File: config.mk
export PLATFORM = sky130hd
export DESIGN_NAME = diag_alert_top
export DESIGN_NICKNAME = d
export VERILOG_FILES = /design/src/diag_pkg.sv /design/src/crc_if.sv /design/src/diag_alert_top.sv /design/src/rom_crc_engine.sv
export SDC_FILE = /design/constraint.sdc
export NUM_CORES = 1
export LEC_CHECK = 0
export ABC_AREA = 1
export BUFFER_PORTS_ARGS = -buffer_cell sky130_fd_sc_hd__buf_2
export CAP_MARGIN = 20
export CORE_UTILIZATION = 49
export CTS_BUF_LIST = sky130_fd_sc_hd__clkbuf_8
export DETAILED_ROUTE_END_ITERATION = 8
export PLACE_DENSITY = 0.79
export SLEW_MARGIN = 20
export SYNTH_ARGS = -nofsm -noshare
export SYNTH_HDL_FRONTEND = slang
export SYNTH_SLANG_ARGS = --single-unit
File: constraint.sdc
create_clock -name sys_clk_in -period 1.7 [get_ports sys_clk_in]
set_input_delay 0.17 -clock sys_clk_in [delete_from_list [all_inputs] [get_ports sys_clk_in]]
set_output_delay 0.17 -clock sys_clk_in [all_outputs]
set_load 0.1 [all_outputs]
File: src/diag_pkg.sv
package diag_pkg;

    // Bus geometry
    localparam int ADDR_W = 12;
    localparam int DATA_W = 32;
    localparam int IDX_W  = 10;

    // Register indices; byte address is four times the index
    localparam logic [IDX_W-1:0] IDX_CAL_WORD = 10'h098;
    localparam logic [IDX_W-1:0] IDX_CTRL     = 10'h0A0;
    localparam logic [IDX_W-1:0] IDX_HIGHEST_USED_CELL  = 10'h0A1;
    localparam logic [IDX_W-1:0] IDX_SUMMARY  = 10'h0A2;
    localparam logic [IDX_W-1:0] IDX_MASK     = 10'h0A3;
    localparam logic [IDX_W-1:0] IDX_FAULT2   = 10'h0A4;
    localparam logic [IDX_W-1:0] IDX_CELL     = 10'h0A5;

    localparam logic [ADDR_W-1:0] ADDR_CAL_WORD = {IDX_CAL_WORD, 2'b00};
    localparam logic [ADDR_W-1:0] ADDR_CTRL     = {IDX_CTRL, 2'b00};
    localparam logic [ADDR_W-1:0] ADDR_HIGHEST_USED_CELL  = {IDX_HIGHEST_USED_CELL, 2'b00};
    localparam logic [ADDR_W-1:0] ADDR_SUMMARY  = {IDX_SUMMARY, 2'b00};
    localparam logic [ADDR_W-1:0] ADDR_MASK     = {IDX_MASK, 2'b00};
    localparam logic [ADDR_W-1:0] ADDR_FAULT2   = {IDX_FAULT2, 2'b00};
    localparam logic [ADDR_W-1:0] ADDR_CELL     = {IDX_CELL, 2'b00};

    // Checksum
    localparam logic [7:0] CRC_POLY_KOOPMAN = 8'hA6;
    localparam logic [7:0] CRC_POLY         = {CRC_POLY_KOOPMAN[6:0], 1'b1};
    localparam logic [7:0] CRC_INIT         = 8'h00;
    localparam int         ROM_WORD_W       = 16;

    // Channel counts
    localparam int NUM_CAL   = 5;
    localparam int NUM_LINES = 3;
    localparam int NUM_CELLS = 14;
    localparam int HIGHEST_USED_CELL_W = 4;
    localparam logic [HIGHEST_USED_CELL_W-1:0] HIGHEST_USED_CELL_RST = 4'hE;

    // Control register fields
    localparam int CTRL_FORCE_LSB = 0;
    localparam int CTRL_ZS_BIT    = 5;
    localparam int CTRL_RECALC_BIT = 6;
    localparam int CTRL_BUSY_BIT  = 7;
    localparam logic [NUM_CAL-1:0] FORCE_RST = 5'h00;

    // Summary / mask fields
    localparam int SUM_W          = 8;
    localparam int SUM_FAULT2_BIT = 5;
    localparam int SUM_CELL_BIT   = 6;
    localparam int SUM_CRC_BIT    = 7;
    localparam logic [SUM_W-1:0] MASK_RST = 8'h00;

    // Fault analysis register two fields
    localparam int FAULT2_W          = 7;
    localparam int FAULT2_ZS_BIT     = 0;
    localparam int FAULT2_SUPPLY_LSB = 1;
    localparam int FAULT2_GROUND_LSB = 4;

    localparam logic [DATA_W-1:0] DATA_ZERO = 32'h0000_0000;

    typedef enum logic [1:0] {crc_idle_s, crc_run_s} crc_state_t;

endpackage : diag_pkg

File: src/crc_if.sv
`timescale 1ns/1ns
interface crc_if #(parameter int AW = 4);
    logic                              start;
    logic                              busy;
    logic                              done;
    logic [AW-1:0]                     rd_addr;
    logic [diag_pkg::ROM_WORD_W-1:0]   rd_data;
    logic [7:0]                        crc;

    modport engine (input start, input rd_data, output busy, output done, output rd_addr, output crc);
    modport ctrl   (output start, output rd_data, input busy, input done, input rd_addr, input crc);
endinterface : crc_if

File: src/diag_alert_top.sv
// Functional notes
// - The identity and calibration ROM is covered by an 8-bit CRC with polynomial x^8+x^6+x^3+x^2+1.
// - The calibration word reads the checksum in bits 15:8 and calibration data in bits 7:0, both read-only.
// - While the zero-scale check runs, any conversion result above zero sets the zero-scale alert flag.
// - Each of five force bits injects an overranged value into its calibration stage.
// - Each forced overrange sets its own calibration alert bit in the alert summary register.
// - The three low-voltage supply pins are watched and a low supply sets its open-supply flag.
// - The three ground pins are watched and an open ground sets its open-ground flag.
// - Software sets the highest used cell when fewer than 14 cells exist and alerts above it are suppressed.
//
// The APB register port was chosen for this implementation.
`timescale 1ns/1ns
module diag_alert_top
    import diag_pkg::*;
#(
    parameter int                  ROM_WORDS = 13,
    parameter int                  ADC_W     = 14,
    parameter int                  CAL_W     = 12,
    parameter logic [CAL_W-1:0]    CAL_LIMIT = 12'h7FF,
    // Arbitrary contents
    parameter logic [15:0]         ROM_IMAGE [ROM_WORDS] = '{default: 16'h5A3C}
) (
    // Clock and reset
    input  wire logic                                     sys_clk_in,
    input  wire logic                                     arst_n_in,
    // APB slave
    input  wire logic [diag_pkg::ADDR_W-1:0]              paddr_in,
    input  wire logic                                     psel_in,
    input  wire logic                                     penable_in,
    input  wire logic                                     pwrite_in,
    input  wire logic [diag_pkg::DATA_W-1:0]              pwdata_in,
    output logic      [diag_pkg::DATA_W-1:0]              prdata_out,
    output logic                                          pready_out,
    output logic                                          pslverr_out,
    // Converter result
    input  wire logic [ADC_W-1:0]                         adc_result_in,
    input  wire logic                                     adc_valid_in,
    // Calibration stages
    input  wire logic [diag_pkg::NUM_CAL-1:0][CAL_W-1:0]  cal_value_in,
    input  wire logic [diag_pkg::NUM_CAL-1:0]             cal_valid_in,
    // Analog comparators
    input  wire logic [diag_pkg::NUM_LINES-1:0]           supply_low_in,
    input  wire logic [diag_pkg::NUM_LINES-1:0]           ground_open_in,
    input  wire logic [diag_pkg::NUM_CELLS-1:0]           cell_alert_in,
    // Interrupt and stage outputs
    output logic                                          irq_out,
    output logic      [diag_pkg::NUM_CAL-1:0][CAL_W-1:0]  cal_stage_out
);
    import diag_pkg::*;

    localparam int AW = $clog2(ROM_WORDS);

    crc_if #(.AW(AW)) crc_bus ();

    logic [NUM_CAL-1:0]        force_ff;
    logic                      zs_enable_ff;
    logic                      crc_start_ff;
    logic [7:0]                rom_checksum_ff;
    logic [HIGHEST_USED_CELL_W-1:0]      highest_used_cell_ff;
    logic [SUM_W-1:0]          alert_summary_reg_ff;
    logic [SUM_W-1:0]          mask_ff;
    logic [FAULT2_W-1:0]       fault_analysis_reg_two_ff;
    logic [NUM_CELLS-1:0]      cell_flag_ff;
    logic [NUM_LINES-1:0]      supply_meta_ff;
    logic [NUM_LINES-1:0]      supply_sync_ff;
    logic [NUM_LINES-1:0]      ground_meta_ff;
    logic [NUM_LINES-1:0]      ground_sync_ff;
    logic [NUM_CELLS-1:0]      cell_meta_ff;
    logic [NUM_CELLS-1:0]      cell_sync_ff;
    logic [DATA_W-1:0]         prdata_ff;
    logic                      pready_ff;
    logic                      pslverr_ff;
    logic                      irq_ff;
    logic [NUM_CAL-1:0][CAL_W-1:0] stage_ff;

    logic                      setup_phase;
    logic                      wr_commit;
    logic [DATA_W-1:0]         rd_mux;
    logic                      rd_hit;
    logic [NUM_CAL-1:0]        cal_over;
    logic [NUM_CELLS-1:0]      cell_used;
    logic [NUM_CELLS-1:0]      cell_set;
    logic [FAULT2_W-1:0]       fault2_set;
    logic [SUM_W-1:0]          sum_set;
    logic                      zs_event;
    logic [DATA_W-1:0]         ctrl_view;
    logic [SUM_W-1:0]          sum_clr;
    logic [FAULT2_W-1:0]       fault2_clr;
    logic [NUM_CELLS-1:0]      cell_clr;

    // ROM read port and checksum engine
    assign crc_bus.rd_data = ROM_IMAGE[crc_bus.rd_addr];
    assign crc_bus.start   = crc_start_ff;

    rom_crc_engine #(
        .ROM_WORDS (ROM_WORDS),
        .AW        (AW)
    ) u_crc (
        .clk_in    (sys_clk_in),
        .arst_n_in (arst_n_in),
        .crc_bus   (crc_bus)
    );

    // APB phases
    assign setup_phase = psel_in && !penable_in;
    assign wr_commit   = psel_in && penable_in && pready_ff && pwrite_in;

    // Supply comparator synchroniser
    always_ff @(posedge sys_clk_in or negedge arst_n_in) begin
        if (!arst_n_in) begin
            supply_meta_ff <= '0;
            supply_sync_ff <= '0;
        end else begin
            supply_meta_ff <= supply_low_in;
            supply_sync_ff <= supply_meta_ff;
        end
    end

    // Ground comparator synchroniser
    always_ff @(posedge sys_clk_in or negedge arst_n_in) begin
        if (!arst_n_in) begin
            ground_meta_ff <= '0;
            ground_sync_ff <= '0;
        end else begin
            ground_meta_ff <= ground_open_in;
            ground_sync_ff <= ground_meta_ff;
        end
    end

    // Cell comparator synchroniser
    always_ff @(posedge sys_clk_in or negedge arst_n_in) begin
        if (!arst_n_in) begin
            cell_meta_ff <= '0;
            cell_sync_ff <= '0;
        end else begin
            cell_meta_ff <= cell_alert_in;
            cell_sync_ff <= cell_meta_ff;
        end
    end

    // Calibration stages with forced overrange
    generate
        for (genvar s = 0; s < NUM_CAL; s++) begin : g_cal
            always_ff @(posedge sys_clk_in or negedge arst_n_in) begin
                if (!arst_n_in) begin
                    stage_ff[s] <= '0;
                end else if (force_ff[s]) begin
                    stage_ff[s] <= '1;
                end else if (cal_valid_in[s]) begin
                    stage_ff[s] <= cal_value_in[s];
                end
            end
            assign cal_over[s] = (stage_ff[s] > CAL_LIMIT);
        end
    endgenerate

    // Cell alert masking above the highest used cell
    generate
        for (genvar c = 0; c < NUM_CELLS; c++) begin : g_cell
            assign cell_used[c] = (HIGHEST_USED_CELL_W'(c) < highest_used_cell_ff);
            assign cell_set[c]  = cell_sync_ff[c] && cell_used[c];
        end
    endgenerate

    // Event sources
    assign zs_event = zs_enable_ff && adc_valid_in && (adc_result_in != '0);
    assign fault2_set[FAULT2_ZS_BIT] = zs_event;
    assign fault2_set[FAULT2_SUPPLY_LSB +: NUM_LINES] = supply_sync_ff;
    assign fault2_set[FAULT2_GROUND_LSB +: NUM_LINES] = ground_sync_ff;
    assign sum_set[CTRL_FORCE_LSB +: NUM_CAL] = cal_over;
    assign sum_set[SUM_FAULT2_BIT] = |fault2_set;
    assign sum_set[SUM_CELL_BIT]   = |cell_set;
    assign sum_set[SUM_CRC_BIT]    = crc_bus.done;

    // Control register
    always_ff @(posedge sys_clk_in or negedge arst_n_in) begin
        if (!arst_n_in) begin
            force_ff     <= FORCE_RST;
            zs_enable_ff <= 1'b0;
        end else if (wr_commit && paddr_in == ADDR_CTRL) begin
            force_ff     <= pwdata_in[CTRL_FORCE_LSB +: NUM_CAL];
            zs_enable_ff <= pwdata_in[CTRL_ZS_BIT];
        end
    end

    // Recompute request pulse; the first run follows reset, a request while busy is dropped
    always_ff @(posedge sys_clk_in or negedge arst_n_in) begin
        if (!arst_n_in) begin
            crc_start_ff <= 1'b1;
        end else begin
            crc_start_ff <= wr_commit && paddr_in == ADDR_CTRL && pwdata_in[CTRL_RECALC_BIT]
                && !crc_bus.busy;
        end
    end

    // Highest used cell setting
    always_ff @(posedge sys_clk_in or negedge arst_n_in) begin
        if (!arst_n_in) begin
            highest_used_cell_ff <= HIGHEST_USED_CELL_RST;
        end else if (wr_commit && paddr_in == ADDR_HIGHEST_USED_CELL) begin
            highest_used_cell_ff <= pwdata_in[HIGHEST_USED_CELL_W-1:0];
        end
    end

    // Interrupt mask
    always_ff @(posedge sys_clk_in or negedge arst_n_in) begin
        if (!arst_n_in) begin
            mask_ff <= MASK_RST;
        end else if (wr_commit && paddr_in == ADDR_MASK) begin
            mask_ff <= pwdata_in[SUM_W-1:0];
        end
    end

    // Checksum result
    always_ff @(posedge sys_clk_in or negedge arst_n_in) begin
        if (!arst_n_in) begin
            rom_checksum_ff <= CRC_INIT;
        end else if (crc_bus.done) begin
            rom_checksum_ff <= crc_bus.crc;
        end
    end

    // Write-one-to-clear strobes
    assign sum_clr    = (wr_commit && paddr_in == ADDR_SUMMARY) ? pwdata_in[SUM_W-1:0] : '0;
    assign fault2_clr = (wr_commit && paddr_in == ADDR_FAULT2) ? pwdata_in[FAULT2_W-1:0] : '0;
    assign cell_clr   = (wr_commit && paddr_in == ADDR_CELL) ? pwdata_in[NUM_CELLS-1:0] : '0;

    // Alert summary, sticky, set wins over clear
    always_ff @(posedge sys_clk_in or negedge arst_n_in) begin
        if (!arst_n_in) begin
            alert_summary_reg_ff <= '0;
        end else begin
            alert_summary_reg_ff <= (alert_summary_reg_ff & ~sum_clr) | sum_set;
        end
    end

    // Fault analysis flags, sticky, set wins over clear
    always_ff @(posedge sys_clk_in or negedge arst_n_in) begin
        if (!arst_n_in) begin
            fault_analysis_reg_two_ff <= '0;
        end else begin
            fault_analysis_reg_two_ff <= (fault_analysis_reg_two_ff & ~fault2_clr) | fault2_set;
        end
    end

    // Cell flags, sticky, cleared above the highest used cell
    always_ff @(posedge sys_clk_in or negedge arst_n_in) begin
        if (!arst_n_in) begin
            cell_flag_ff <= '0;
        end else begin
            cell_flag_ff <= ((cell_flag_ff & ~cell_clr) | cell_set) & cell_used;
        end
    end

    // Interrupt output
    always_ff @(posedge sys_clk_in or negedge arst_n_in) begin
        if (!arst_n_in) begin
            irq_ff <= 1'b0;
        end else begin
            irq_ff <= |(alert_summary_reg_ff & mask_ff);
        end
    end

    // Read decode
    always_comb begin
        ctrl_view = DATA_ZERO;
        ctrl_view[CTRL_FORCE_LSB +: NUM_CAL] = force_ff;
        ctrl_view[CTRL_ZS_BIT]   = zs_enable_ff;
        ctrl_view[CTRL_BUSY_BIT] = crc_bus.busy;
        rd_hit = 1'b1;
        rd_mux = DATA_ZERO;
        unique case (paddr_in)
            ADDR_CAL_WORD: rd_mux[15:0] = {rom_checksum_ff, ROM_IMAGE[ROM_WORDS-1][7:0]};
            ADDR_CTRL:     rd_mux = ctrl_view;
            ADDR_HIGHEST_USED_CELL:  rd_mux[HIGHEST_USED_CELL_W-1:0] = highest_used_cell_ff;
            ADDR_SUMMARY:  rd_mux[SUM_W-1:0] = alert_summary_reg_ff;
            ADDR_MASK:     rd_mux[SUM_W-1:0] = mask_ff;
            ADDR_FAULT2:   rd_mux[FAULT2_W-1:0] = fault_analysis_reg_two_ff;
            ADDR_CELL:     rd_mux[NUM_CELLS-1:0] = cell_flag_ff;
            default:       rd_hit = 1'b0;
        endcase
    end

    // APB response: one wait-free access phase after setup
    always_ff @(posedge sys_clk_in or negedge arst_n_in) begin
        if (!arst_n_in) begin
            pready_ff  <= 1'b0;
            pslverr_ff <= 1'b0;
            prdata_ff  <= DATA_ZERO;
        end else if (setup_phase) begin
            pready_ff  <= 1'b1;
            pslverr_ff <= !rd_hit || (pwrite_in && paddr_in == ADDR_CAL_WORD);
            prdata_ff  <= pwrite_in ? DATA_ZERO : rd_mux;
        end else begin
            pready_ff  <= 1'b0;
            pslverr_ff <= 1'b0;
            prdata_ff  <= DATA_ZERO;
        end
    end

    assign prdata_out    = prdata_ff;
    assign pready_out    = pready_ff;
    assign pslverr_out   = pslverr_ff;
    assign irq_out       = irq_ff;
    assign cal_stage_out = stage_ff;

endmodule : diag_alert_top

File: src/rom_crc_engine.sv
`timescale 1ns/1ns
module rom_crc_engine #(
    parameter int ROM_WORDS = 13,
    parameter int AW        = 4
) (
    input  wire logic clk_in,
    input  wire logic arst_n_in,
    crc_if.engine     crc_bus
);
    import diag_pkg::*;

    crc_state_t    state_ff;
    logic [AW-1:0] addr_ff;
    logic [7:0]    crc_ff;
    logic          done_ff;
    logic          last_word;

    function automatic logic [7:0] crc_byte(input logic [7:0] c_in, input logic [7:0] b);
        logic [7:0] c;
        logic       fb;
        c = c_in;
        for (int i = 7; i >= 0; i--) begin
            fb = c[7] ^ b[i];
            c  = {c[6:0], 1'b0} ^ (fb ? CRC_POLY : 8'h00);
        end
        return c;
    endfunction : crc_byte

    assign last_word       = (addr_ff == AW'(ROM_WORDS - 1));
    assign crc_bus.rd_addr = addr_ff;
    assign crc_bus.busy    = (state_ff == crc_run_s);
    assign crc_bus.done    = done_ff;
    assign crc_bus.crc     = crc_ff;

    always_ff @(posedge clk_in or negedge arst_n_in) begin
        if (!arst_n_in) begin
            state_ff <= crc_idle_s;
            addr_ff  <= '0;
            crc_ff   <= CRC_INIT;
            done_ff  <= 1'b0;
        end else begin
            done_ff <= 1'b0;
            unique case (state_ff)
                crc_idle_s: begin
                    if (crc_bus.start) begin
                        state_ff <= crc_run_s;
                        addr_ff  <= '0;
                        crc_ff   <= CRC_INIT;
                    end
                end
                crc_run_s: begin
                    if (last_word) begin
                        // Last word: only its low calibration byte is covered
                        crc_ff   <= crc_byte(crc_ff, crc_bus.rd_data[7:0]);
                        state_ff <= crc_idle_s;
                        done_ff  <= 1'b1;
                    end else begin
                        // High byte then low byte, ascending addresses
                        crc_ff  <= crc_byte(crc_byte(crc_ff, crc_bus.rd_data[15:8]), crc_bus.rd_data[7:0]);
                        addr_ff <= addr_ff + AW'(1);
                    end
                end
            endcase
        end
    end

endmodule : rom_crc_engine

==> metrics, run 1 <==
status=complete, but fails checks; failing checks=negative setup slack; Crit Path Max Fanout=6; Placed Cells=1414; most used cell along the critical path=nand2_4; GRT overflow=0; WP data arrival=2.37 ns; Overall Global Routing Usage=28.5%; LEAKAGE=5.99 nW; Die X=133 µm; # DRC=0; clock root cell=clkbuf_8; Max-slew headroom=63.2%; crit-path cells=inv_4 > nand2_4 > nand2_4 > nand2_4 > nand2_4 > nand2_4 > nand2_4 > nand2_8 > nand2_8 > nand2_4 > nand3_2 > nand2_4 > buf_4 > nand2_1 > o221ai_2; Final min period=2.03 ns; WS Path Type=register to register; synthesized area per cell=8.88 µm²; fin util=71.4%; multiplexer share of the synthesized area=0%; hold path cells=3; dpl hpwl=16.6 mm; sequential group share of total power=46.9%; Int Power=6.80 mW; delay-heaviest family, CP=simple AND/OR/NAND/NOR gates; most frequent cells in the layout=buf_2 (208), dfrtp_1 (180), nand2_1 (159); Clock transition at path regs=0.10 ns; placed cell areas=10100 µm²; Yosys reg bits=189; Sw Share=33.1%; vias in the first global route=7962; Post-Synth XOR/XNOR Area=0.598%; final worst slack=-0.326 ns; pwr dens=855 nW/µm²; post-synthesis compound-gate area fraction=15.5%; fill cell count=1185; Worst Clk Skew=0.0137 ns; Clock power frac=31.3%; top cell type by total area after synthesis=dfrtp_1; Core ar.=16600 µm²; main area contributors after synthesis=dfrtp_1 (55%), nand2_1 (8.5%), o21ai_0 (6.8%); final setup violation count=8; simple-gate portion of the synthesized area=18.6%; largest family of logic cells by synthesized area=simple AND/OR/NAND/NOR gates; RSZ-0062 raised after global routing=yes; Yosys cell types=43; clock latency at the later pin of the worst-skew pair=0.47 ns; first-pass GRT wire length=39.3 mm; # port buffers=209; clock tree sinks=189; antenna violations before repair=0; Die H=133 µm; Routed WL=24.4 mm; largest net degree at the start of global routing=64; Pre-antenna DRT Iters=5; via count=8042; TritonCTS buffer count=17; max-cap viol count=0; cell area after layout=11900 µm²; post-synth top area share=55.3%; Layout Cells excl Fill=1540; Final Hold Fails=0; share of cells above drive strength 1=32.4%; Mapped Cells=943; Initial DRC Count=555; maximum vdd drop=0.545 mV; antenna cell count=0; Req. time, crit path=2.05 ns; Switching Power=3.36 mW; die area=17600 µm²; Syn-to-layout area delta=41.9%; endpoint class of the critical path=register; number of routed nets with antenna violations=0; Worst Path Buf+Inv=2; R2R cell count=15; Final Net Count=1458; Fin Hold WS=0.00540 ns; IO Count=244; most common cell after layout, fill and taps aside=buf_2; htree depth=4; Adder-Cell Fraction of Synth Area=0.299%; FP Rows=47; Slew @ Worst Pin=0.552 ns; Final Cycle Share=119%; Tightest Hold Check Type=input pin to register; Yosys Warn Count=0; sequential area share after synthesis=56.5%; Crit. path cell count=15; Initial Util=50.3%; Clock Tree Buf Depth=2; DR WL/cell=15.8 µm; CP Launch Type=register; CTS tree=built; Combinational Power Share=21.8%; Fmax=494 MHz; Post-Syn Area=8380 µm²; fin. max-slew vios=0; DR vias/cell=5.22; Worst path slowest cell=dfrtp_2; Critical Path Max Stage Delay=0.48 ns; RePlAce Congestion=0.918
power groups by stage:
stage / clock network, mW / registers (mW) / logic (mW)
2_1_floorplan: 0 / 5.81 / 0.497
5_1_grt: 3.38 / 4.78 / 2.33
3_5_place_dp: 0 / 4.84 / 1.97
4_1_cts: 3.21 / 4.75 / 2.15
6_report: 3.18 / 4.76 / 2.22
3_3_place_gp: 0 / 4.83 / 1.96
registers in the layout (all words and copies together), names as in the netlist:
register                   flops
highest_used_cell_ff           4
supply_meta_ff                 3
alert_summary_reg_ff           8
u_crc.crc_bus.done             1
u_crc.crc_bus.crc              8
zs_enable_ff                   1
force_ff                       5
irq_out                        1
supply_sync_ff                 3
cal_stage_out                 60
cell_flag_ff                  14
fault_analysis_reg_two_ff      7
cell_sync_ff                  14
crc_bus.start                  1
u_crc.crc_bus.rd_addr          4
ground_sync_ff                 3
u_crc.state_ff                 1
prdata_out                    16
pslverr_out                    1
rom_checksum_ff                8
mask_ff                        8
ground_meta_ff                 3
pready_out                     1
cell_meta_ff                  14
tightest hold or removal path, delay by kind of cell:
kind                   cells  cell delay, ns
buffers and inverters      1            0.07
and+or+nand+nor            2            0.20
area by class of cell:
class | instances | area (µm²) | share of cell area (%)
clock buffers | 17 | 234 | 1.97
clock inverters | 15 | 194 | 1.63
inverters | 133 | 504 | 4.24
multi-input cells | 599 | 3410 | 28.7
flip-flops and latches | 189 | 4740 | 39.9
well taps | 220 | 275 | 2.32
repair buffers | 367 | 2530 | 21.3
cells in the mapped netlist, drive strengths merged:
master,count
nor3,14
a31oi,3
o21ai,119
o31ai,1
nand3,61
nor4,5
o21bai,5
a32o,1
a31o,1
clkinv,2
a21oi,83
a22o,5
o211ai,6
nand4,6
ha,2
o211a,1
conb,1
clkbuf,18
or2,5
a211oi,1
dfstp,4
o221ai,2
nand3b,1
buf,19
inv,131
dfrtp,185
nand2,220
nor2,25
a221oi,2
o22ai,10
xor2,4
layer usage:
metal	vias up	share of wire (%)	track usage (%)
met1	3807	42	36.0
met4	0	3.1	11.8
met3	63	6.9	6.67
met5	-	0	0
li1	3791	-	-
met2	381	48	47.2
per-stage QoR:
stage,setup TNS [ns],worst slack (ns),power [mW]
after floorplan,-0.345,-0.0739,6.30
after global placement,-2.48,-0.307,6.80
after detailed placement,-3.06,-0.348,6.82
after CTS,-1.88,-0.242,10.1
after global routing,-3.43,-0.459,10.5
final,-2.48,-0.326,10.2
cells by family (layout without fill, tap and decap cells):
group / count (synthesis) / count (layout)
AND/OR/NAND/NOR: 337 / 337
AO/OA/AOI/OAI: 240 / 240
flip-flops: 189 / 189
buffers and inverters: 170 / 532
XOR/XNOR: 4 / 4
adder cells (fa/ha/maj): 2 / 2
other: 1 / 16
worst paths after layout:
kind / startpoint / end / slack, ns
max in group asynchronous: arst_n_in / supply_meta_ff[1] / 0.82
setup reg to reg: u_crc.crc_bus.crc[7] / u_crc.crc_bus.crc[2] / -0.33
hold reg to reg: supply_meta_ff[1] / supply_sync_ff[1] / 0.35
hold / removal: adc_valid_in / fault_analysis_reg_two_ff[0] / 0.005
setup / recovery: u_crc.crc_bus.crc[7] / u_crc.crc_bus.crc[2] / -0.33
min in group asynchronous: arst_n_in / cal_stage_out[48] / 0.26
repair_timing:
item | 4_1_cts | 5_1_grt
setup buffers | 7 | 3
setup endpoints to repair | 8 | 14
gates resized for setup | 39 | 55
hold endpoints to repair | 137 | 0
pin swaps | 9 | 22
hold buffers | 84 | 0
(Power assumes the default switching activity.)
==> inputs of run 2 (changes only) <==
RECOVER_POWER = 50   (was not set)
==> metrics, run 2 (synthesis results as in run 1) <==
status=complete, but fails checks; failing checks=negative setup slack; total power=10.1 mW; clock latency at the later pin of the worst-skew pair=0.47 ns; fin. max-slew vios=0; Crit. path cell count=15; max reg flops=60; Final Hold Fails=0; fin util=70.9%; delay-heaviest family, CP=simple AND/OR/NAND/NOR gates; Multi-input gate area=3410 µm²; peak-usage layer in the global routing report=met2; setup TNS=-2.49 ns; clock root cell=clkbuf_8; cell area after layout=11800 µm²; IO Count=244; final setup violation count=8; DR vias/cell=5.21; Initial Util=50.3%; most frequent cells in the layout=buf_2 (209), dfrtp_1 (180), nand2_1 (159); most used cell along the critical path=nand2_4; Routed WL=24.3 mm; RSZ-0062 raised after global routing=yes; maximum vdd drop=0.545 mV; Final Net Count=1458; Tightest Hold Check Type=input pin to register; FP Rows=47; # DRC=0; Syn-to-layout area delta=40.9%; Req. time, crit path=2.05 ns; Worst path slowest cell=dfrtp_2; htree depth=4; dpl ws=-0.348 ns; Overall Global Routing Usage=28.5%; Clock Tree Buf Depth=2; most common cell after layout, fill and taps aside=buf_2; hold path cells=3; max-cap viol count=0; die area=17600 µm²; WS Path Type=register to register; via count=8017; TritonCTS buffer count=17; RePlAce Congestion=0.918; Clock transition at path regs=0.10 ns; antenna cell count=0; Final Cycle Share=119%; M3 GR Usage=6.67%; Core ar.=16600 µm²; clock tree sinks=189; share of cells above drive strength 1=32.1%; Worst Path Buf+Inv=2; Initial DRC Count=530; placed cell areas=10100 µm²; fill cell count=1199; first-pass GRT wire length=39.3 mm; Die X=133 µm; Layout Cells excl Fill=1540; crit-path cells=inv_4 > nand2_4 > nand2_4 > nand2_4 > nand2_4 > nand2_4 > nand2_4 > nand2_8 > nand2_8 > nand2_4 > nand3_2 > nand2_4 > buf_4 > nand2_1 > o221ai_2; GR Layer Usage met2=47.2%; Pre-antenna DRT Iters=5; Critical Path Max Stage Delay=0.48 ns; R2R cell count=15; met1 usage=36.0%; GRT overflow=0; Fmax=493 MHz; dpl hpwl=16.6 mm; Crit Path Max Fanout=6; Fin Hold WS=0.00298 ns; pwr dens=859 nW/µm²; CTS tree=built; endpoint class of the critical path=register; Die H=133 µm; Final min period=2.03 ns; CP Launch Type=register; DR WL/cell=15.8 µm; Slew @ Worst Pin=0.851 ns; register area=4740 µm²; antenna violations before repair=0; LEAKAGE=5.95 nW; Max-slew headroom=43.3%; Placed Cells=1414; # port buffers=209; Worst Clk Skew=0.0139 ns; final worst slack=-0.329 ns; vias in the first global route=7962; largest net degree at the start of global routing=64; WP data arrival=2.38 ns; number of routed nets with antenna violations=0
run 2: changes by cell type in the layout (fill, tap and decap cells not counted):
| cell | delta |
|---|---|
| buf_12 | -4 |
| buf_2 | +1 |
| buf_4 | -5 |
| clkbuf_1 | +4 |
| clkbuf_2 | +3 |
| clkbuf_4 | +2 |
| clkbuf_8 | -1 |
run 2: what timing repair did:
action,CTS,global route
setup buffers,7,3
hold endpoints to repair,137,0
resized for setup,39,55
endpoints found under the setup margin,8,14
hold buffers,84,0
pin swaps,9,22
run 2: routing by layer:
metal	vias up	part of all wire, %
li1	3796	-
met1	3802	42
met2	358	48
met3	61	6.7
met4	0	3.0
met5	-	0
run 2: tightest hold or removal path, stage by stage:
cell and delay (ns):
buf_2 0.07, nand3_1 0.11, nand2_1 0.09
run 2: final cells by class:
class / instances / area share, %
multi-input combinational: 599 / 28.9
inverter: 133 / 4.27
sequential: 189 / 40.2
timing repair buffer: 367 / 20.7
clock buffer: 17 / 1.98
tap: 220 / 2.33
clock inverter: 15 / 1.64
run 2: where the power goes:
group | total, mW | internal (mW) | switching [mW]
registers | 4.76 | 4.67 | 0.0862
clock network | 3.18 | 1.60 | 1.58
logic | 2.20 | 0.508 | 1.69
run 2: worst paths after layout:
check	to	slack (ns)	start
worst max-delay path	u_crc.crc_bus.crc[2]	-0.33	u_crc.crc_bus.crc[7]
worst min-delay path	fault_analysis_reg_two_ff[0]	0.003	adc_valid_in
worst max register to register	u_crc.crc_bus.crc[2]	-0.33	u_crc.crc_bus.crc[7]
worst min register to register	supply_sync_ff[1]	0.35	supply_meta_ff[1]
max in group asynchronous	supply_meta_ff[1]	0.20	arst_n_in
min in group asynchronous	cal_stage_out[48]	0.37	arst_n_in
